File: src/dcc_pkg.sv
// shared constants and types of the debug comms mailbox
package dcc_pkg;

    // coprocessor register numbers as seen by the core
    localparam logic [3:0]  CREG_FLAGS     = 4'h0;
    localparam logic [3:0]  CREG_DATA      = 4'h1;

    // handshake flag positions in the flags word
    localparam int          FLAG_RX_FULL   = 0;
    localparam int          FLAG_TX_FULL   = 1;

    // debug-logic addresses reached over the scan chain
    localparam logic [4:0]  SCAN_ADDR_FLAGS = 5'h04;
    localparam logic [4:0]  SCAN_ADDR_DATA  = 5'h05;

    // scan frame layout, shifted least significant bit first
    localparam int          SCAN_DATA_LSB  = 0;
    localparam int          SCAN_ADDR_LSB  = 32;
    localparam int          SCAN_WR_BIT    = 37;
    localparam int          SCAN_LEN       = 38;
    localparam logic [5:0]  SCAN_LEN_CNT   = 6'h26;

    // values after reset
    localparam logic        RX_FULL_RESET  = 1'b0;
    localparam logic        TX_FULL_RESET  = 1'b0;
    localparam logic [31:0] DATA_RESET     = 32'h0000_0000;

    // scan clock timing: the sampled link clock must stay this long in each phase
    localparam int          SYS_CLK_PERIOD_NS = 20;
    localparam int          SCAN_HALF_MIN_NS  = 80;
    localparam int          SCAN_HALF_MIN_CYC = (SCAN_HALF_MIN_NS + SYS_CLK_PERIOD_NS - 1) / SYS_CLK_PERIOD_NS;

    // core coprocessor request, one cycle wide
    typedef struct packed {
        logic        rd;     // coproc_register_read
        logic        wr;     // coproc_register_write
        logic [3:0]  creg;
        logic [31:0] wdata;
    } cp_req_t;

    // decoded scan frame
    typedef struct packed {
        logic        wr;
        logic [4:0]  addr;
        logic [31:0] data;
    } scan_frame_t;

    // scan receiver state
    typedef enum logic [0:0] {
        SCAN_IDLE  = 1'b0,
        SCAN_SHIFT = 1'b1
    } scan_state_t;

endpackage : dcc_pkg

File: src/debug_comms_mailbox.sv
// two-way word mailbox between the core coprocessor port and the debug scan chain
// How it works
// - core reads host words from coprocessor register 1 (32 bits)
// - core writes words for the host to coprocessor register 1 (32 bits)
// - core reads handshake flags from coprocessor register 0
// - flags bit 1 is transmit-full: 0 free, 1 waiting for host
// - flags bit 0 is receive-full: 1 word waiting for core
// - a core write of transmit data sets transmit-full
// - host reading transmit data through the scan chain clears transmit-full
// - data and flags also sit at scan-chain addresses for the host
// - transfers run while the core executes; no halt, no debug state
// - host scanning a word into receive data sets receive-full
// - core reading receive data clears receive-full in the same read
// - receive-pending and transmit-ready outputs feed an interrupt controller
`timescale 1ns/1ps
module debug_comms_mailbox
    import dcc_pkg::*;
(
    input  wire logic        SYS_CLK,
    input  wire logic        RST_B,
    input  wire cp_req_t     CP_REQ,
    output logic [31:0]      CP_RDATA,
    output logic             CP_RVALID,
    input  wire logic        SCAN_TCK,
    input  wire logic        SCAN_SEL,
    input  wire logic        SCAN_TDI,
    output logic             SCAN_TDO,
    output logic             RECEIVE_PENDING_IRQ,
    output logic             TRANSMIT_READY_IRQ
);
    logic        rx_full_reg;
    logic        tx_full_reg;
    logic [31:0] host_to_core_data_reg;
    logic [31:0] core_to_host_data_reg;
    logic [31:0] cp_rdata_reg;
    logic        cp_rvalid_reg;
    logic [SCAN_LEN-1:0] shift_reg;
    logic [31:0] capture_reg;
    logic [5:0]  bit_cnt_reg;
    scan_state_t state_reg;
    scan_state_t state_next;
    logic        tck_rise;
    logic        sel_start;
    logic        sel_end;
    logic        tdi;
    scan_frame_t frame;
    logic        frame_ok;
    logic        host_wr_data;
    logic        host_rd_data;
    logic        core_wr_data;
    logic        core_rd_data;
    logic        core_rd_flags;
    logic [31:0] flags_word;

    // the word both ports see when they read the flags
    function automatic logic [31:0] pack_flags(input logic rx_full, input logic tx_full);
        logic [31:0] w;
        w = 32'h0000_0000;
        w[FLAG_RX_FULL] = rx_full;
        w[FLAG_TX_FULL] = tx_full;
        return w;
    endfunction : pack_flags

    // a coprocessor access of the given register
    function automatic logic cp_hit(input logic en, input logic [3:0] creg, input logic [3:0] want);
        return en && (creg == want);
    endfunction : cp_hit

    scan_pin_sync u_sync (
        .clk       (SYS_CLK),
        .rst_b     (RST_B),
        .tck_pin   (SCAN_TCK),
        .sel_pin   (SCAN_SEL),
        .tdi_pin   (SCAN_TDI),
        .tck_rise  (tck_rise),
        .sel_start (sel_start),
        .sel_end   (sel_end),
        .tdi       (tdi)
    );

    assign flags_word = pack_flags(rx_full_reg, tx_full_reg);

    // core side decode; the core never waits on the host
    assign core_wr_data  = cp_hit(CP_REQ.wr, CP_REQ.creg, CREG_DATA);
    assign core_rd_data  = cp_hit(CP_REQ.rd, CP_REQ.creg, CREG_DATA);
    assign core_rd_flags = cp_hit(CP_REQ.rd, CP_REQ.creg, CREG_FLAGS);

    // host side decode of a finished frame; short or long frames are dropped
    assign frame        = scan_frame_t'({shift_reg[SCAN_WR_BIT], shift_reg[SCAN_ADDR_LSB +: 5],
                                         shift_reg[SCAN_DATA_LSB +: 32]});
    assign frame_ok     = sel_end && (state_reg == SCAN_SHIFT) && (bit_cnt_reg == SCAN_LEN_CNT);
    assign host_wr_data = frame_ok && frame.wr && (frame.addr == SCAN_ADDR_DATA);
    assign host_rd_data = frame_ok && !frame.wr && (frame.addr == SCAN_ADDR_DATA);

    // core read answer, one cycle after the request
    always_ff @(posedge SYS_CLK or negedge RST_B) begin
        if (!RST_B) begin
            cp_rdata_reg  <= DATA_RESET;
            cp_rvalid_reg <= 1'b0;
        end else begin
            cp_rvalid_reg <= CP_REQ.rd;
            if (core_rd_data) begin
                cp_rdata_reg <= host_to_core_data_reg;
            end else if (core_rd_flags) begin
                cp_rdata_reg <= flags_word;
            end
        end
    end

    // transmit word from the core
    always_ff @(posedge SYS_CLK or negedge RST_B) begin
        if (!RST_B) begin
            core_to_host_data_reg <= DATA_RESET;
        end else if (core_wr_data) begin
            core_to_host_data_reg <= CP_REQ.wdata;
        end
    end

    // receive word from the host
    always_ff @(posedge SYS_CLK or negedge RST_B) begin
        if (!RST_B) begin
            host_to_core_data_reg <= DATA_RESET;
        end else if (host_wr_data) begin
            host_to_core_data_reg <= frame.data;
        end
    end

    // transmit-full: a core write in the same cycle as a host read wins
    always_ff @(posedge SYS_CLK or negedge RST_B) begin
        if (!RST_B) begin
            tx_full_reg <= TX_FULL_RESET;
        end else if (core_wr_data) begin
            tx_full_reg <= 1'b1;
        end else if (host_rd_data) begin
            tx_full_reg <= 1'b0;
        end
    end

    // receive-full: a host write in the same cycle as a core read wins
    always_ff @(posedge SYS_CLK or negedge RST_B) begin
        if (!RST_B) begin
            rx_full_reg <= RX_FULL_RESET;
        end else if (host_wr_data) begin
            rx_full_reg <= 1'b1;
        end else if (core_rd_data) begin
            rx_full_reg <= 1'b0;
        end
    end

    // scan receiver: a frame opens on select rising and closes on select falling
    always_comb begin
        state_next = state_reg;
        unique case (state_reg)
            SCAN_IDLE: begin
                if (sel_start) begin
                    state_next = SCAN_SHIFT;
                end
            end
            SCAN_SHIFT: begin
                if (sel_end) begin
                    state_next = SCAN_IDLE;
                end
            end
        endcase
    end

    always_ff @(posedge SYS_CLK or negedge RST_B) begin
        if (!RST_B) begin
            state_reg <= SCAN_IDLE;
        end else begin
            state_reg <= state_next;
        end
    end

    // shift in lsb first; the count saturates so overlong frames stay invalid
    always_ff @(posedge SYS_CLK or negedge RST_B) begin
        if (!RST_B) begin
            shift_reg   <= '0;
            bit_cnt_reg <= 6'h00;
        end else if (sel_start) begin
            bit_cnt_reg <= 6'h00;
        end else if (state_reg == SCAN_SHIFT && tck_rise) begin
            shift_reg <= {tdi, shift_reg[SCAN_LEN-1:1]};
            if (bit_cnt_reg != 6'h3f) begin
                bit_cnt_reg <= bit_cnt_reg + 6'h01;
            end
        end
    end

    // read results are loaded at frame end and shifted out during the next frame
    always_ff @(posedge SYS_CLK or negedge RST_B) begin
        if (!RST_B) begin
            capture_reg <= DATA_RESET;
        end else if (frame_ok && !frame.wr) begin
            if (frame.addr == SCAN_ADDR_DATA) begin
                capture_reg <= core_to_host_data_reg;
            end else if (frame.addr == SCAN_ADDR_FLAGS) begin
                capture_reg <= flags_word;
            end else begin
                capture_reg <= 32'h0000_0000; // unmapped address reads as zero
            end
        end else if (state_reg == SCAN_SHIFT && tck_rise) begin
            capture_reg <= {1'b0, capture_reg[31:1]};
        end
    end

    // output pins; sync latency of three cycles fits inside one scan half period
    assign SCAN_TDO            = capture_reg[0];
    assign CP_RDATA            = cp_rdata_reg;
    assign CP_RVALID           = cp_rvalid_reg;
    assign RECEIVE_PENDING_IRQ = rx_full_reg;
    assign TRANSMIT_READY_IRQ  = ~tx_full_reg;

endmodule : debug_comms_mailbox

File: src/scan_pin_sync.sv
// synchroniser and edge finder for the debug scan pins
`timescale 1ns/1ps
module scan_pin_sync
    import dcc_pkg::*;
(
    input  wire logic clk,
    input  wire logic rst_b,
    input  wire logic tck_pin,
    input  wire logic sel_pin,
    input  wire logic tdi_pin,
    output logic      tck_rise,
    output logic      sel_start,
    output logic      sel_end,
    output logic      tdi
);
    logic [2:0] meta_reg;
    logic [2:0] sync_reg;
    logic [2:0] last_reg;

    // three flops per pin; the second and third stages feed logic, the first never does
    always_ff @(posedge clk or negedge rst_b) begin
        if (!rst_b) begin
            meta_reg <= 3'h0;
            sync_reg <= 3'h0;
            last_reg <= 3'h0;
        end else begin
            meta_reg <= {tdi_pin, sel_pin, tck_pin};
            sync_reg <= meta_reg;
            last_reg <= sync_reg;
        end
    end

    // edges come from the settled copies, so each edge fires once
    assign tck_rise  = sync_reg[0] & ~last_reg[0];
    assign sel_start = sync_reg[1] & ~last_reg[1];
    assign sel_end   = ~sync_reg[1] & last_reg[1];
    assign tdi       = sync_reg[2];

endmodule : scan_pin_sync

File: config.mk
export PLATFORM = sky130hd
export DESIGN_NAME = debug_comms_mailbox
export DESIGN_NICKNAME = d
export VERILOG_FILES = /design/src/dcc_pkg.sv /design/src/debug_comms_mailbox.sv /design/src/scan_pin_sync.sv
export SDC_FILE = /design/constraint.sdc
export NUM_CORES = 1
export LEC_CHECK = 0
export BUFFER_PORTS_ARGS = -buffer_cell sky130_fd_sc_hd__buf_2
export CORE_ASPECT_RATIO = 0.8
export CORE_MARGIN = 2
export CORE_UTILIZATION = 25
export CTS_CLUSTER_DIAMETER = 100
export DETAILED_ROUTE_END_ITERATION = 7
export MAX_ROUTING_LAYER = met4
export SLEW_MARGIN = 15
export SYNTH_ARGS = -nofsm -noshare
export SYNTH_HDL_FRONTEND = slang
export SYNTH_SLANG_ARGS = --single-unit
File: constraint.sdc
create_clock -name SYS_CLK -period 2 [get_ports SYS_CLK]
set_input_delay 0.5 -clock SYS_CLK [delete_from_list [all_inputs] [get_ports SYS_CLK]]
set_output_delay 0.5 -clock SYS_CLK [all_outputs]
set_load 0.01 [all_outputs]
; ---- Word level (Yosys, flattened, before mapping)
; Index checks and enable logic that the tools add are counted.
[totals]
n_memories = 0
latchBits = 0
elab_cells = 64
mem_bits_rw = 0
out_inout_bits = 36
rom_bits = 0
inputBits = 43
ff_bits = 184
[classes]
multipliers = 0
n_addsub = 1
bitwise_logic = 9
shift = 0
eq_ne = 5
mux = 16
n_reduce_logical = 20
div = 0
n_lt_le_gt_ge = 0
[op_table]
columns = operator, n
row1 = two-way mux 32 bit, 5
row2 = two-way mux 6 bit, 3
row3 = nonzero test 2 bit, 6
row4 = "equality test 5 x 3 -> 1 bit, second input constant", 2
row5 = logical AND 1 bit, 10
row6 = "adder 6 x 1 -> 6 bit, second input constant", 1
row7 = "equality test 6 bit, second input constant", 1
row8 = two-way mux 1 bit, 6
row9 = "!= test 6 bit, second input constant", 1
row10 = inverter 1 bit, 6
row11 = "equality test 4 x 1 -> 1 bit, second input constant", 1
row12 = logical NOT 4 bit, 1
row13 = AND reduction 2 bit, 2
row14 = bitwise AND 1 bit, 3
row15 = two-way mux 2 bit, 1
row16 = one-hot mux 1 bit (2 select lines), 1
row17 = logical NOT 1 bit, 1

; ---- Depth between registers and ports, before layout
[depth]
depth_word = 8
depth_mapped = 7
ltp_nobuf = 5

; ---- Cells and area by module
; Synthesis repeated with hierarchy kept, for this count alone.
[hier_totals]
hier_cells = 536
hier_area_um2 = 7429.6
[by_module_without_submodules]
columns = mod, instances, area_per_inst_um2, cells_each, seq_area_each_um2
row1 = debug_comms_mailbox, 1, 7208.2, 525, 4404.2
row2 = scan_pin_sync, 1, 221.5, 11, 200.2

; ---- Least setup slack after synthesis
; Ideal clock, no wire load.
[synth_timing]
kind = input to register
startpoint = input port CP_REQ[32] (netlist name)
endpoint = register core_to_host_data_reg[0]
slack_ns = 0.282
required_time_ns = 1.872
arrival_ns = 1.591
n_path_buf = 2
setup_time_ns = 0.128
cell_stages = 5
path_cell_list = buf_2 -> nor4b_2 -> nand2_1 -> buf_2 -> mux2_1
[synth_between]
elab_chain_len = 2
[synth_rtl]
columns = item, line
row1 = "start, declared", debug_comms_mailbox.sv:21  ; input wire cp_req_t CP_REQ,
row2 = equality test 4 x 1 -> 1 bit, debug_comms_mailbox.sv:66  ; return en && (creg == want);
row3 = logical AND 1 bit, debug_comms_mailbox.sv:66
row4 = "end signal, assigned", debug_comms_mailbox.sv:115  ; core_to_host_data_reg <= CP_REQ.wdata;
row5 = "end, declared", debug_comms_mailbox.sv:34  ; logic [31:0] core_to_host_data_reg;
; Every way passes these cells.
; A chain may end at the register's enable or synchronous reset.

; ---- Worst setup path after layout
[layout_timing]
startpoint = register bit_cnt_reg[1]
endpoint = register host_to_core_data_reg[28]
[layout_between]
elab_chain_len = 4
[layout_rtl]
columns = item, line
row1 = "start, declared", debug_comms_mailbox.sv:39  ; logic [5:0] bit_cnt_reg;
row2 = "start signal, assigned", debug_comms_mailbox.sv:185  ; bit_cnt_reg <= bit_cnt_reg + 6'h01;
row3 = equality test 6 bit, debug_comms_mailbox.sv:91  ; assign frame_ok = sel_end && (state_reg == SCAN_SHIFT) && (bit_cnt_reg == SCAN_LEN_CNT);
row4 = logical AND 1 bit, debug_comms_mailbox.sv:91
row5 = logical AND 1 bit (2 in series), debug_comms_mailbox.sv:92  ; assign host_wr_data = frame_ok && frame.wr && (frame.addr == SCAN_ADDR_DATA);
row6 = "end signal, assigned", debug_comms_mailbox.sv:124  ; host_to_core_data_reg <= frame.data;
row7 = "end, declared", debug_comms_mailbox.sv:33  ; logic [31:0] host_to_core_data_reg;
; Every way passes these cells.

==> metrics.md <==
| Metric | Value |
|---|---|
| Run status | completed |
| Maximum vdd drop | 0.617 mV |
| Layout Nets | slightly below 700 |
| Number of diodes | 0 |
| Syn avg cell area | around 13 sq um |
| Rel. slew slack | between 60% and 70% |
| WL final | between 15 and 20 mm |
| Top-area cell type share of the netlist area | about three fifths |
| Final period util | 90.7% |
| Endpoints failing setup | 0 |
| Gpl congestion | between 0.7 and 0.8 |
| Fmax | 551 MHz |
| TritonCTS Buffers | 17 |
| Root buf cell | clkbuf_16 |
| CTS tree | built |
| Pwr Total | between 8 and 9 mW |
| TritonRoute pass-1 iters | 4 |
| Port Buffers | 78 |
| Area leader, netlist | dfrtp_1 |
| Die Ht | 160 um |
| Ys Warns | 0 |
| H-tree depth | 4 |
| Vias/cell | about 4.2 |
| Post-DP HPWL | ~9.9 mm |
| Post-synth EDFFs | 0 |
| Number of global-route vias before repair | 4685 |
| Setup TNS | 0 ns |
| Site Rows | 56 |
| Post-Syn Area | approximately 7600 sq um |
| Worst-margin pin slew | 0.484 ns |
| Initial antenna violation count | 1 |
| Largest net degree at the start of global routing | 65 |
| Post-synthesis register bit count | around 180 |
| Most used DFF post-synth | dfrtp_1 |
| Critical path required time | between 2 and 2.5 ns |
| Final ANT Viol Nets | 0 |
| Power per standard cell area | about 890 nW/um^2 |
| Largest register FFs | 38 |
| Critical Path Fanout Max | 19 |
| Sequential area share after synthesis | slightly above 60% |
| Core Area | 29500 sq um |
| Total number of vias | 4494 |
| Post-synthesis compound-gate area fraction | ~3.3% |
| WS Path Type | register to register |
| Clock-pin slew on the worst setup and hold paths | 0.08 ns |
| Clk_skew | about 0.015 ns |
| Post-synthesis simple-gate area fraction | slightly below 8% |
| Largest family of logic cells by synthesized area | multiplexers |
| Top cells by area, synth | dfrtp_1 (61%), mux2_1 (15%), mux2i_1 (9.0%) |
| CP Data Arrival Time | 2.13 ns |
| Initial drt markers | approximately 150 |
| Final min period | roughly 1.8 ns |
| Ys async rst share | 100% |
| Leakage power | roughly 4.7 nW |
| Clock Latency Late Sink | roughly 0.45 ns |
| First-pass GRT wire length | about 25 mm |
| Syn Nets | approximately 610 |
| Share of cells above drive strength 1 | between 20% and 30% |
| CP startpoint kind | register |
| Post-CTS Repair Setup Buffers | 0 |
| RSZ-0062 raised after global routing | no |
| Remaining routing DRC violations | 0 |
| Avg WL per Cell | between 10 and 15 um |
| Die width | slightly below 200 um |
| Total track usage | 10.7% |
| I/O Pins | 79 |
| Worst setup EP type | register |
| Max Cap Violations | 0 |
| Area grow syn2layout | 20.4% |
| Hold_buf cts | 0 |
| Slew Limit Fails | 0 |
| Register area | 4600 sq um |
| Initial core utilization | 25.6% |
| Final hold viol count | 0 |
| Post-synthesis xor/xnor area fraction | 0% |
| Area of the multi-input gates | 2730 sq um |
| Clock Tree Buf Depth | 2 |
| # clock sinks | around 180 |
| Min-Delay Path Class | input pin to asynchronous set/reset pin |
| Gr ovfl total | 0 |
| Mux cell area share after synthesis | roughly 25% |
| Post-synth cell types | 36 |
| Mapped Cells | approximately 570 |
| Die area | between 30000 and 40000 sq um |
| Synth Area in Adders | less than 1% |
| Post-cts repair resize count | 0 |
| Fill cells | 3015 |
[per-layer routing]
layer  part of all wire, %  GRT usage, %
met5                     0             -
met4                   1.3          3.69
met3                   3.6          3.13
met2                    45          15.6
met1                    50          14.1
[worst max-delay path: stages, from the launching register on]
cell      delay (ns)
dfrtp_1         0.43
ha_1            0.18
nand4b_1        0.13
and4bb_2        0.41
buf_12          0.19
mux2_1          0.33
[through the flow]
step	hold slack, ns	instances	utilization (%)	cell area [sq um]	worst slack (ns)
6_report	0.0316	1070	30.9	9100	0.185
4_1_cts	0.0261	1070	30.9	9100	0.160
2_1_floorplan	0.204	569	-	7560	0.282
3_5_place_dp	0.336	1038	29.0	8550	0.0900
3_3_place_gp	0.334	1038	29.0	8550	0.0885
5_1_grt	0.0413	1070	30.9	9100	0.0493
[worst paths after layout]
check,from,to,slack [ns],cells past startpoint
max,bit_cnt_reg[1]$_DFFE_PN0P_,host_to_core_data_reg[28]$_DFFE_PN0P_,0.19,5
min,RST_B,host_to_core_data_reg[12]$_DFFE_PN0P_,0.03,1
max reg2reg,bit_cnt_reg[1]$_DFFE_PN0P_,host_to_core_data_reg[28]$_DFFE_PN0P_,0.19,5
min reg2reg,u_sync.meta_reg[1]$_DFF_PN0_,u_sync.sync_reg[1]$_DFF_PN0_,0.35,0
max in group asynchronous,RST_B,CP_RDATA[18]$_DFFE_PN0P_,1.37,2
min in group SYS_CLK,SCAN_TCK,u_sync.meta_reg[0]$_DFF_PN0_,0.18,1
[cells in the mapped netlist, drive strengths merged (2+ instances only)]
cell type	number
a211oi	3
a21o	2
a21oi	2
a41oi	3
buf	22
clkbuf	17
dfrtp	184
ha	2
inv	4
mux2	104
mux2i	68
nand2	74
nand2b	2
nand3	31
nor3	3
nor4b	2
o21ai	32
[cell families (layout without fill, tap and decap cells)]
family                   Yosys count  in the layout
AO/OA/AOI/OAI                     44             44
adder cells (fa/ha/maj)            3              3
buffers and inverters             43            138
multiplexers                     172            172
AND/OR/NAND/NOR                  123            123
flip-flops                       184            184
[area by class of cell]
class                   instances  area share, %
multi-input cells             342           30.0
flip-flops and latches        184           50.6
clock inverters                12           1.17
well taps                     406           5.58
inverters                       4          0.165
repair buffers                102           7.60
clock buffers                  20           4.91
[layout by cell type (no fill, tap or decap), types with 3 or more instances in the layout]
cell type   synthesis  final
a211oi_1            3      3
a41oi_1             3      3
buf_12              0      9
buf_2              11     77
buf_4               2     15
clkbuf_16           0     17
clkinvlp_4          0      3
dfrtp_1           184    184
inv_1               4      4
inv_6               0      5
mux2_1            102    102
mux2i_1            68     68
nand2_1            74     73
nand3_1            31     31
nor3_1              3      3
o21ai_1            32     32
[report_power, final]
part / total [mW] / internal, mW / switching [mW]
Sequential: 4.11 / 3.96 / 0.158
Clock: 3.24 / 1.66 / 1.58
Combinational: 0.723 / 0.291 / 0.432
Note: power is estimated with default switching activity, not from simulation.
